$ cat config.mk
export PLATFORM = sky130hd
export DESIGN_NAME = prg_core
export DESIGN_NICKNAME = d
export VERILOG_FILES = /design/src/include/prg_pkg.sv /design/src/hdl/prg_core.sv /design/src/hdl/prg_macrocell.sv
export SDC_FILE = /design/constraint.sdc
export NUM_CORES = 1
export LEC_CHECK = 0
export BUFFER_PORTS_ARGS = -buffer_cell sky130_fd_sc_hd__buf_2
export CAP_MARGIN = 10
export CELL_PAD_IN_SITES_DETAIL_PLACEMENT = 1
export CELL_PAD_IN_SITES_GLOBAL_PLACEMENT = 1
export CORE_ASPECT_RATIO = 1.1
export CORE_MARGIN = 4
export CORE_UTILIZATION = 40
export DETAILED_ROUTE_END_ITERATION = 12
export PLACE_DENSITY_LB_ADDON = 0.1
export SETUP_SLACK_MARGIN = 0.1
export SLEW_MARGIN = 20
export SYNTH_ARGS = -nofsm -noshare
export SYNTH_HDL_FRONTEND = slang
export SYNTH_HIERARCHICAL = 1
export SYNTH_SLANG_ARGS = --single-unit
$ cat constraint.sdc
create_clock -name CLK -period 6.2 [get_ports CLK]
set_input_delay 0.62 -clock CLK [delete_from_list [all_inputs] [get_ports CLK]]
set_output_delay 0.62 -clock CLK [all_outputs]
set_load 0.03 [all_outputs]
$ cat src/include/prg_pkg.sv
package prg_pkg;

  // ==========================================================================
  // Sizes of the device.
  localparam int PRG_CELLS = 8;
  localparam int PRG_SIG_BYTES = 8;
  localparam int PRG_PTERMS = 8;

  // ==========================================================================
  // Power-up reset interval, in ns, and the clock that counts it.
  localparam int PRG_CLK_PERIOD_NS = 20;
  localparam int PRG_POR_MIN_NS = 600;
  localparam int PRG_POR_MAX_NS = 1000;
  // Least time rounds up to whole cycles.
  localparam int PRG_POR_CYCLES =
    (PRG_POR_MIN_NS + PRG_CLK_PERIOD_NS - 1) / PRG_CLK_PERIOD_NS;
  localparam logic [5:0] PRG_POR_CNT_W = 6'h1E;

  // ==========================================================================
  // Reset values.
  localparam logic [7:0] PRG_CELL_RESET = 8'h00;
  localparam logic [7:0] PRG_BYTE_RESET = 8'h00;

  // Architecture modes.
  typedef enum logic [1:0] {
    PRG_MODE_SIMPLE,
    PRG_MODE_COMPLEX,
    PRG_MODE_REGISTERED
  } prg_mode_t;

  // Macrocell configurations.
  typedef enum logic [1:0] {
    PRG_CELL_REG_OUT,
    PRG_CELL_COMB_IO,
    PRG_CELL_COMB_OUT,
    PRG_CELL_INPUT
  } prg_cell_t;

endpackage : prg_pkg

$ cat src/hdl/prg_core.sv
`timescale 1ns/1ps
// Function
// - Power-up reset clears every macrocell register low on edges of the system clock.
// - Registered outputs show high after power-up reset.
// - Preload forces each register high or low individually.
// - 64-bit eight-byte signature stays readable regardless of security.
// - Security set blocks pattern verify and register preload.
// - Security acts at once; programmer sets it last.
// - Each cell: registered, comb I/O, comb output, or input.
// - Exactly one of three architecture modes is active.
// - Registered cells use clock pin and output-enable pin.
// - Combinatorial cell in registered mode: one OE term, seven sum.
module prg_core
  import prg_pkg::*;
#(
  parameter int CELLS = PRG_CELLS,
  parameter int PTERMS = PRG_PTERMS
)
(
  input wire logic CLK,
  input wire logic RST,
  input wire logic CLK_PIN,
  input wire logic OE_PIN_N,
  input wire logic [CELLS-1:0] IN_PINS,
  input wire logic [CELLS-1:0] IN_PINS_DRIVEN,
  input wire logic [CELLS-1:0] IO_IN,
  input wire logic [CELLS-1:0] IO_IN_DRIVEN,
  output logic [CELLS-1:0] IO_OUT,
  output logic [CELLS-1:0] IO_OE,
  input wire logic [CELLS*PTERMS-1:0] PTERMS_IN,
  input wire logic [1:0] MODE_CFG,
  input wire logic [2*CELLS-1:0] CELL_CFG,
  input wire logic PRELOAD_REQ,
  input wire logic [CELLS-1:0] PRELOAD_DATA,
  input wire logic [CELLS-1:0] PATTERN_IN,
  input wire logic VERIFY_REQ,
  output logic [CELLS-1:0] VERIFY_DATA,
  output logic VERIFY_VALID,
  input wire logic SIG_WR,
  input wire logic [2:0] SIG_ADDR,
  input wire logic [7:0] SIG_WDATA,
  output logic [7:0] SIG_RDATA,
  input wire logic SECURE_SET,
  input wire logic ERASE,
  output logic SECURED,
  output logic POR_BUSY,
  output logic [1:0] MODE_ACTIVE,
  output logic [CELLS-1:0] FEEDBACK
);

  // ==========================================================================
  // Power-up reset interval counter.
  logic [5:0] por_cnt_reg;
  logic [5:0] por_cnt_next;
  wire por_active = (por_cnt_reg != PRG_POR_CNT_W);

  // Count out the power-up interval after RST; registers clear meanwhile.
  assign por_cnt_next = por_active ? (por_cnt_reg + 6'h01) : por_cnt_reg;
  always_ff @(posedge CLK) begin
    if (RST) begin
      por_cnt_reg <= 6'h00;
    end else begin
      por_cnt_reg <= por_cnt_next;
    end
  end

  // ==========================================================================
  // Security fuse and signature store.
  logic secure_reg;
  logic [7:0] sig_mem [PRG_SIG_BYTES];
  logic [7:0] sig_rdata_reg;

  // The fuse holds until reset or a full erase; erase wins since it clears all.
  always_ff @(posedge CLK) begin
    if (RST) begin
      secure_reg <= 1'b0;
    end else if (ERASE) begin
      secure_reg <= 1'b0;
    end else if (SECURE_SET) begin
      secure_reg <= 1'b1;
    end
  end

  // Signature bytes are written and read regardless of the fuse.
  always_ff @(posedge CLK) begin
    if (RST) begin
      sig_rdata_reg <= PRG_BYTE_RESET;
    end else begin
      sig_rdata_reg <= sig_mem[SIG_ADDR];
    end
  end

  // Signature array is cleared by erase and written per byte.
  always_ff @(posedge CLK) begin
    for (int i = 0; i < PRG_SIG_BYTES; i++) begin
      if (RST || ERASE) begin
        sig_mem[i] <= PRG_BYTE_RESET;
      end else if (SIG_WR && (SIG_ADDR == 3'(i))) begin
        sig_mem[i] <= SIG_WDATA;
      end
    end
  end

  // ==========================================================================
  // Verify readback of the pattern, gated at once by the fuse.
  logic [CELLS-1:0] verify_data_reg;
  logic verify_valid_reg;
  // The live fuse value includes a set in this very cycle.
  wire secured_now = secure_reg || (SECURE_SET && !ERASE);
  wire verify_ok = VERIFY_REQ && !secured_now;
  wire preload_ok = PRELOAD_REQ && !secured_now && !por_active;

  // Refused verifies return zero data with no valid strobe.
  always_ff @(posedge CLK) begin
    if (RST) begin
      verify_data_reg <= '0;
      verify_valid_reg <= 1'b0;
    end else begin
      verify_data_reg <= verify_ok ? PATTERN_IN : '0;
      verify_valid_reg <= verify_ok;
    end
  end

  // ==========================================================================
  // Clock pin edge detection; edges are ignored during power-up reset.
  logic clk_pin_reg;
  always_ff @(posedge CLK) begin
    if (RST) begin
      clk_pin_reg <= 1'b0;
    end else begin
      clk_pin_reg <= CLK_PIN;
    end
  end
  wire clk_rise = CLK_PIN && !clk_pin_reg && !por_active;

  // ==========================================================================
  // Mode decode: an illegal code falls back to registered mode.
  function automatic logic [1:0] prg_mode_fix(input logic [1:0] m);
    prg_mode_fix = (m == 2'h3) ? 2'(PRG_MODE_REGISTERED) : m;
  endfunction : prg_mode_fix
  wire [1:0] mode_sel = prg_mode_fix(MODE_CFG);

  // Undriven pins read high through the weak pull-ups.
  wire [CELLS-1:0] in_seen = IN_PINS | ~IN_PINS_DRIVEN;
  wire [CELLS-1:0] io_seen = IO_IN | ~IO_IN_DRIVEN;

  // ==========================================================================
  // Macrocells.
  genvar g;
  generate
    for (g = 0; g < CELLS; g++) begin : g_cell
      prg_macrocell u_cell (
        .clk(CLK),
        .por_clear(RST || por_active),
        .clk_edge(clk_rise),
        .preload_en(preload_ok),
        .preload_val(PRELOAD_DATA[g]),
        .mode(mode_sel),
        .cfg(CELL_CFG[2*g+1:2*g]),
        .pterms(PTERMS_IN[g*PTERMS+PTERMS-1:g*PTERMS]),
        .oe_pin_n(OE_PIN_N),
        .pin_in(io_seen[g] & in_seen[g]),
        .pin_out(IO_OUT[g]),
        .pin_oe(IO_OE[g]),
        .feedback(FEEDBACK[g])
      );
    end
  endgenerate

  // Status outputs.
  assign SECURED = secure_reg;
  assign POR_BUSY = por_active;
  assign MODE_ACTIVE = mode_sel;
  assign SIG_RDATA = sig_rdata_reg;
  assign VERIFY_DATA = verify_data_reg;
  assign VERIFY_VALID = verify_valid_reg;

endmodule : prg_core

$ cat src/hdl/prg_macrocell.sv
`timescale 1ns/1ps
// ============================================================================
// One macrocell: register, sum term and output enable selection.
module prg_macrocell
  import prg_pkg::*;
(
  input wire logic clk,
  input wire logic por_clear,
  input wire logic clk_edge,
  input wire logic preload_en,
  input wire logic preload_val,
  input wire logic [1:0] mode,
  input wire logic [1:0] cfg,
  input wire logic [PRG_PTERMS-1:0] pterms,
  input wire logic oe_pin_n,
  input wire logic pin_in,
  output logic pin_out,
  output logic pin_oe,
  output logic feedback
);

  logic q_reg;
  logic q_next;
  wire is_reg = (mode == PRG_MODE_REGISTERED) && (cfg == PRG_CELL_REG_OUT);
  wire is_input = (cfg == PRG_CELL_INPUT);
  wire is_comb_io = (cfg == PRG_CELL_COMB_IO);
  // Registered cells sum all terms; combinatorial ones in registered or
  // complex mode give term 0 to output enable and sum the other seven.
  wire pt_oe_used = (mode != PRG_MODE_SIMPLE) && !is_reg;
  wire sum_all = |pterms;
  wire sum_seven = |pterms[PRG_PTERMS-1:1];
  wire sum_term = pt_oe_used ? sum_seven : sum_all;

  // Register: cleared on power-up, preloaded, or clocked from the clock pin.
  assign q_next = preload_en ? preload_val :
                  (clk_edge ? sum_term : q_reg);
  always_ff @(posedge clk) begin
    if (por_clear) begin
      q_reg <= 1'b0;
    end else begin
      q_reg <= q_next;
    end
  end

  // Output selection; registered outputs drive the inverse of the register.
  always_comb begin
    pin_out = is_reg ? ~q_reg : sum_term;
    if (is_input) begin
      pin_oe = 1'b0;
    end else if (is_reg) begin
      pin_oe = ~oe_pin_n;
    end else if (pt_oe_used) begin
      pin_oe = pterms[0];
    end else begin
      pin_oe = 1'b1;
    end
  end

  // Feedback: register for registered cells, pin for I/O or inputs.
  assign feedback = is_reg ? q_reg :
                    ((is_input || is_comb_io) ? pin_in : sum_term);

endmodule : prg_macrocell

* After elaboration in Yosys (flattened, before gate mapping)
Memory sizes are Yosys's and may differ from the RTL's. A register that Yosys moved wholly into a read port is not among the register bits. Index checks and enable logic that the tools add are counted.
Word-level totals: memory bits (writable) 64, input port bits 150, memories 1, logic and storage cells 260, output and inout port bits 45, register bits 25
Memories:
- sig_mem | depth 8, width 8, rd ports 1, clocked after Yosys merged registers in 1, write ports 8, RTL line prg_core.sv:70 | logic [7:0] sig_mem [PRG_SIG_BYTES];
Operators by class: reductions and logical operators 82, multiplexer cells 107, bitwise operators 30, equality and inequality tests 26, $add $sub $neg 1
Operators with widths (number):
- $mux W1 | 98
- $mux W8 | 8
- $reduce_or A8 Y1 | 8
- $reduce_or A7 Y1 | 8
- $logic_and A1 B1 Y1 | 30
- $eq A2 B2 Y1 const B | 10
- $eq A2 B1 Y1 const B | 8
- $logic_not A2 Y1 | 8
- $not A8 Y8 | 2
- $or A8 B8 Y8 | 2
- $eq A3 B3 Y1 const B | 4
- $logic_not A1 Y1 | 12
- $logic_or A1 B1 Y1 | 11
- $not A1 Y1 | 10
- $and A1 B1 Y1 | 8
- $or A1 B1 Y1 | 8
- $add A6 B1 Y6 const B | 1
- $eq A3 B2 Y1 const B | 2
- $ne A6 B5 Y1 const B | 1
- $reduce_bool A2 Y1 | 2
- $reduce_or A2 Y1 | 2
- $eq A3 B1 Y1 const B | 1
- $logic_not A3 Y1 | 1
- $mux W2 | 1

* Depth between registers and ports, before layout
Gate-level depths: netlist of the first run.
depth in word-level cells 9, gate-level depth with buffers 7, depth with buffers taken out 7

* Cells and area by module
Netlist of the first run, hierarchy kept.
Modules (own cells, without submodules):
- prg_core | seq. area each 2422.3 µm², cells an instance 300, instances 1, area an instance 3940.0 µm²
- prg_macrocell | seq. area each 20.0 µm², cells an instance 22, instances 8, area an instance 147.6 µm²

* Least setup slack after synthesis of the first run
OpenSTA, ideal clock, no wires.
path type in2out, from input port MODE_CFG[0], to output port IO_OE[0], setup slack 2.630 ns, path buffers 0, stages 4, required time 5.580 ns, arrival 2.950 ns, cells stage by stage nor2b_1 or3b_1 nor2_1 a221oi_1
Between the ends: longest elaborated chain between the ends 9, elaborated cells between the ends (all ways) 10, those cells by class 2 x eq/ne; 4 x mux; 4 x reduce/logical
Ends and longest elaborated chain:
- start, declared | RTL line prg_core.sv:31 | input wire logic [1:0] MODE_CFG,
- $eq A2 B2 Y1 | RTL line prg_core.sv:139 | prg_mode_fix = (m == 2'h3) ? 2'(PRG_MODE_REGISTERED) : m;
- $mux W2 (*) | RTL line prg_core.sv:139
- $eq A2 B2 Y1 | RTL line prg_macrocell.sv:24 | wire is_reg = (mode == PRG_MODE_REGISTERED) && (cfg == PRG_CELL_REG_OUT);
- $logic_and A1 B1 Y1 | RTL line prg_macrocell.sv:24
- $logic_not A1 Y1 | RTL line prg_macrocell.sv:29 | wire pt_oe_used = (mode != PRG_MODE_SIMPLE) && !is_reg;
- $logic_and A1 B1 Y1 | RTL line prg_macrocell.sv:29
- $mux W1 | RTL line prg_macrocell.sv:52 | end else if (pt_oe_used) begin
- $mux W1 (*) | RTL line prg_macrocell.sv:50 | end else if (is_reg) begin
- $mux W1 (*) | RTL line prg_macrocell.sv:48 | if (is_input) begin
- end, declared | RTL line prg_core.sv:29 | output logic [CELLS-1:0] IO_OE,
Every way passes the cells marked *; elsewhere a longest branch is shown, timed or not.

* Final worst setup path of the first run
from input port MODE_CFG[1], to output port IO_OUT[2]
Between the ends: longest elaborated chain between the ends 8, elaborated cells between the ends (all ways) 9, those cells by class 2 x eq/ne; 3 x mux; 4 x reduce/logical
Ends and longest elaborated chain:
- $eq A2 B2 Y1 | RTL line prg_core.sv:139
- $mux W2 (*) | RTL line prg_core.sv:139
- $eq A2 B2 Y1 | RTL line prg_macrocell.sv:24
- $logic_and A1 B1 Y1 | RTL line prg_macrocell.sv:24
- $logic_not A1 Y1 | RTL line prg_macrocell.sv:29
- $logic_and A1 B1 Y1 | RTL line prg_macrocell.sv:29
- $mux W1 | RTL line prg_macrocell.sv:32 | wire sum_term = pt_oe_used ? sum_seven : sum_all;
- $mux W1 (*) | RTL line prg_macrocell.sv:47 | pin_out = is_reg ? ~q_reg : sum_term;
- end, declared | RTL line prg_core.sv:28 | output logic [CELLS-1:0] IO_OUT,
Marked as above.

==> results.cfg, run 1 <==
[yosys]
postSynthRegisterBits = 97
yosysSeqAreaShare_pct = 50.4
synth_cell_types = 44
synth_edf_count = 64
synth_xor_area_share_pct = 0.513
syn-cell-area_um2 = 5120
synth_compound_gate_area_share_pct = 14.2
synth.area.top_cells = edfxtp_1 38%, dfxtp_1 13%, and2_1 8.8%
synth_nets = 628
synth_top_family_by_area = simple AND/OR/NAND/NOR gates
synthMuxAreaShare_pct = 7.06
synth_top_area_share_pct = 37.5
netlist.top_cell.by_area = edfxtp_1
synthFlopType = edfxtp_1
synth_simple_gate_area_share_pct = 23.9
synth-async-reset-ratio_pct = 0
synth_cells = 476
yosysWarnings = 6
synth_fa_ha_area_share_pct = 0.489
syn_area_per_cell_um2 = 10.8

[cells_and_area]
layout.core_utilization_pct = 52.4
areaGrowthSynthToFinish_pct = 28.7
antennaDiodeCount = 0
largest-register = sig_mem
final_common_cell = buf_2
largest_reg_flops = 64
layout_common_cells = 194 x buf_2, 72 x and2_1, 64 x edfxtp_1, 33 x dfxtp_1, 33 x nor2_1
finalNetCount = 826
drive_gt1_share_pct = 35.8
fin_cells = 836

[critical_path]
cp_max_fo = 34
crit_top_cell = buf_2
start_kind = input pin
cpPeakStageDelay_ps = 430
cp_data_required_time_ps = 5580
cp_slowest_cell = or3b_1
cp.buffers_inverters = 3
cp_top_family = buffers and inverters
path_cells = buf_2 -> nor2b_1 -> buf_4 -> or3b_1 -> nor2_1 -> mux2i_1 -> buf_2
crit_type = input pin to output pin
crit_arrival_ps = 2610
endpoint_kind = output pin

[global_route]
grt.overflow.total = 0
grt_max_degree = 35
grt_first_pass_wirelength_um = 24600
grtUsageTotal_pct = 21.5
antenna_found_initial = 0
grt_pass1_vias = 4716

[clock_network]
cts_tree = done
cts_hold_buffers = 0
cts_root_buf = clkbuf_16
htree_levels = 3
clk_latency_ps = 340
post_cts_resized = 0
cts_setup_buffers = 0
clkTransAtPathRegs_ps = 60
cts_buffers = 9
clock-sinks = 97
clockBufferDepth = 2

[run_status]
status = finished clean

[sta]
period_share_pct = 52.1
final.setup.tns_ps = 0
hold-worst-slack_ps = 483
slew_headroom_pct = 28.1
rsz0062_at_grt = no
clock_skew_ps = 5.78
worstMarginPinSlew_ps = 1070
setup_violations = 0
period_needed_ps = 3230
fmax_ghz = 0.310
slew_viol_final = 0
hold_violations = 0

[die]
core_area_um2 = 12600
fp.dieW_um = 116
rows = 43
die_area_um2 = 14700
dieHeight_um = 127
start_util_pct = 40.7
ios = 195

[pwr]
p_int_mw = 1.14
vdd_ir_drop_max_uv = 181
swShare_pct = 25.3
combPwrFrac_pct = 15.1
p_sw_mw = 0.388
clkPwrFrac_pct = 37.1
seqPwrFrac_pct = 47.8
powerDensity_nw_per_um2 = 232
p_leak_nw = 2.85

[routing]
drt-total-wl_um = 15900
drt_iter0_markers = 222
ant_nets = 0
viasPerCell = 5.35
post-route-drc-count = 0
vias = 4476
drt_first_pass_iters = 4
wl_per_cell_um = 19.0

[placement]
io_buffer_count = 194
gp_congestion = 0.816
dp_cells = 820
dp_hpwl_um = 12600

[flow_run]
max-cap-violations = 0

[min_path]
min_path_type = input pin to register
worst reg2reg max path, stage by stage (launching register included):
cell	delay, ps
dfxtp_1	410
and4b_1	270
nand2_1	220
nor3b_2	850
nor3b_1	110
a21oi_1	160
o22ai_1	90
per-stage QoR:
step | instance area [µm²] | total power, mW | setup slack, ps
6_report | 6590 | 1.53 | 2970
5_1_grt | 6590 | 1.59 | 2850
4_1_cts | 6590 | 1.55 | 2970
3_5_place_dp | 6280 | 0.980 | 2970
3_3_place_gp | 6280 | 0.970 | 3060
2_1_floorplan | 5120 | 0.869 | 2630
path summary, 6_finish.rpt:
path / start / to / slack, ps / cells after the start
worst max register to register: por_cnt_reg[2]$_SDFFE_PP0P_ / g_cell[2].u_cell/q_reg$_SDFFE_PP0P_ / 3950 / 6
worst min-delay path: PATTERN_IN[4] / VERIFY_DATA[4]$_SDFF_PP0_ / 480 / 2
worst min register to register: por_cnt_reg[0]$_SDFFE_PP0P_ / por_cnt_reg[0]$_SDFFE_PP0P_ / 520 / 2
worst max-delay path: MODE_CFG[1] / IO_OUT[2] / 2970 / 7
layout make-up:
class / instances / area, µm²
Sequential cell: 97 / 2580
Inverter: 34 / 128
Multi-Input combinational cell: 334 / 2370
Clock buffer: 13 / 292
Fill cell: 1481 / 6000
Timing Repair Buffer: 198 / 1000
Clock inverter: 3 / 18.8
Tap cell: 157 / 196
cells by family after synthesis:
family                   count (synthesis)
multiplexers                            25
XOR/XNOR                                 3
AO/OA/AOI/OAI                          104
AND/OR/NAND/NOR                        200
flip-flops                              97
buffers and inverters                   45
adder cells (fa/ha/maj)                  2
metal layers:
layer  share of wire (%)  global-route usage [%]
met5                   0                       0
met4                 1.5                    5.32
met3                 6.2                    3.44
met2                  55                    41.4
met1                  38                    24.0
power by group through the flow:
stage / clock network, mW / registers (mW) / logic (mW)
global route: 0.606 / 0.735 / 0.251
floorplan: 0 / 0.756 / 0.113
global placement: 0 / 0.745 / 0.226
detailed placement: 0 / 0.747 / 0.233
CTS: 0.581 / 0.733 / 0.234
finish: 0.567 / 0.733 / 0.231
cell usage after synthesis (all sizes together) (9+ instances only):
cell type  number
mux2            9
nor3           25
o22ai          16
inv            26
nor3b           9
o21a            9
nor2           37
dfxtp          33
edfxtp         64
nor2b          11
nor4           12
a21oi          20
and2           72
o21ai          10
a221oi          9
nand2          12
(Power assumes the default switching activity.)
==> run 2, diff against run 1 <==
Settings changed: CORE_UTILIZATION 40 to 37.
Clock period 6.2 ns to 3.25 ns, I/O delays scaled along.
==> results.cfg, run 2 (same netlist as run 1, synthesis figures left out) <==
[routing]
drt_iter0_markers = 234
drt_first_pass_iters = 4
ant_nets = 0
post-route-drc-count = 0
viasPerCell = 5.15
wl_per_cell_um = 18.5
drt-total-wl_um = 16100
vias = 4481

[critical_path]
cp.depth = 6
cp_slowest_cell = nor2b_2
cp_data_required_time_ps = 2920
rr_startpoint = por_cnt_reg[4]$_SDFFE_PP0P_
path_cells = buf_2 -> nor2b_2 -> or3b_1 -> nor2_1 -> a221oi_1 -> buf_2
cp_max_fo = 34
startpoint = MODE_CFG[1]
reg2regPathDepth = 7
regToRegSetupSlack_ps = 1300
cp.buffers_inverters = 2
cpPeakStageDelay_ps = 800
start_kind = input pin
crit_top_cell = buf_2
cp_top_family = simple AND/OR/NAND/NOR gates
crit_path_end = IO_OE[6]
crit_arrival_ps = 2350
crit_type = input pin to output pin
endpoint_kind = output pin
r2r-end = g_cell[5].u_cell/q_reg$_SDFFE_PP0P_

[clock_network]
clk_latency_ps = 340
cts_setup_buffers = 0
cts_buffers = 9
cts_tree = done
clockBufferDepth = 2
post_cts_resized = 0
cts_root_buf = clkbuf_16
clkTransAtPathRegs_ps = 70
clock-sinks = 97
cts_hold_buffers = 0
htree_levels = 3

[global_route]
antenna_found_initial = 0
busiest_layer = met2
grtUsageTotal_pct = 20.1
grt_pass1_vias = 4759
grt.overflow.total = 0
grt_use_met3_pct = 5.20
grt_max_degree = 35
grtUsageMet1_pct = 22.2
grt_first_pass_wirelength_um = 25200
met2_usage_pct = 37.6

[pwr]
p_leak_nw = 2.88
p_int_mw = 2.23
combPwrFrac_pct = 15.1
seqPwrFrac_pct = 47.0
powerDensity_nw_per_um2 = 444
swShare_pct = 24.9
vdd_ir_drop_max_uv = 352
p_sw_mw = 0.741
clkPwrFrac_pct = 37.9

[die]
ios = 195
die_area_um2 = 15800
rows = 44
dieHeight_um = 131
fp.dieW_um = 120
core_area_um2 = 13400
start_util_pct = 38.3

[min_path]
min_path_type = input pin to register
hold_depth = 2

[sta]
setup_violations = 0
hold-worst-slack_ps = 181
worstMarginPinSlew_ps = 929
period_share_pct = 82.2
fin_ws_ps = 579
period_needed_ps = 2670
fmax_ghz = 0.374
hold_violations = 0
clock_skew_ps = 7.53
final.setup.tns_ps = 0
rsz0062_at_grt = no
slew_headroom_pct = 37.8
slew_viol_final = 0

[cells_and_area]
areaGrowthSynthToFinish_pct = 30.8
layout.core_utilization_pct = 50.1
fin_cells = 870
largest-register = sig_mem
seqCellArea_um2 = 2580
layout_common_cells = 194 x buf_2, 72 x and2_1, 64 x edfxtp_1, 33 x dfxtp_1, 33 x nor2_1
final_common_cell = buf_2
finalNetCount = 833
n_fill_cell = 1551
drive_gt1_share_pct = 36.6
antennaDiodeCount = 0
largest_reg_flops = 64
multi_input_area_um2 = 2380

[placement]
io_buffer_count = 194
preCtsSetupSlack_ps = 618
dp_cells = 854
gp_congestion = 0.772
dp_hpwl_um = 12800

[run_status]
status = finished clean

[flow_run]
max-cap-violations = 0
==> run 2: cell count changes in the layout (fill, tap and decap cells not counted), sizes merged <==
cell,before,now
inv,29,27
bufinv,0,2
buf,198,205
clkbuf,13,10
clkinv,8,10
clkinvlp,0,1
==> run 2: per-stage QoR <==
step	cell area, µm²	power, mW
after CTS	6700	3.01
after global routing	6700	3.10
after floorplan	5130	1.66
after detailed placement	6380	1.88
final	6700	2.97
after global placement	6380	1.86
==> run 2: power groups by stage <==
stage | clock, mW | sequential [mW] | combinational [mW]
2_1_floorplan | 0 | 1.44 | 0.215
3_3_place_gp | 0 | 1.42 | 0.439
3_5_place_dp | 0 | 1.42 | 0.452
4_1_cts | 1.15 | 1.40 | 0.454
5_1_grt | 1.21 | 1.40 | 0.486
6_report | 1.13 | 1.40 | 0.449
==> run 2: worst min path at each step <==
stage | startpoint | end | slack [ps]
floorplan | RST | VERIFY_VALID$_SDFF_PP0_ | 420
global placement | por_cnt_reg[5]$_SDFFE_PP0P_ | por_cnt_reg[5]$_SDFFE_PP0P_ | 500
detailed placement | por_cnt_reg[0]$_SDFFE_PP0P_ | por_cnt_reg[0]$_SDFFE_PP0P_ | 520
CTS | PATTERN_IN[3] | VERIFY_DATA[3]$_SDFF_PP0_ | 170
global route | PATTERN_IN[3] | VERIFY_DATA[3]$_SDFF_PP0_ | 170
finish | PATTERN_IN[3] | VERIFY_DATA[3]$_SDFF_PP0_ | 180
==> run 2: per-layer routing <==
metal / part of all wire (%) / vias to the layer above / routed length [µm]
met3: 6.0 / 13 / 962
met4: 1.5 / 0 / 248
met1: 39 / 2152 / 6230
met2: 54 / 127 / 8680
li1: - / 2189 / -
met5: 0 / - / 0
==> run 2: area by class of cell <==
cell class                 instances  share of cell area (%)
clock inverter                     6                    1.35
sequential                        97                    38.6
multi-input combinational        334                    35.6
tap                              184                    3.44
timing repair buffer             205                    15.7
inverter                          34                    1.91
clock buffer                      10                    3.42
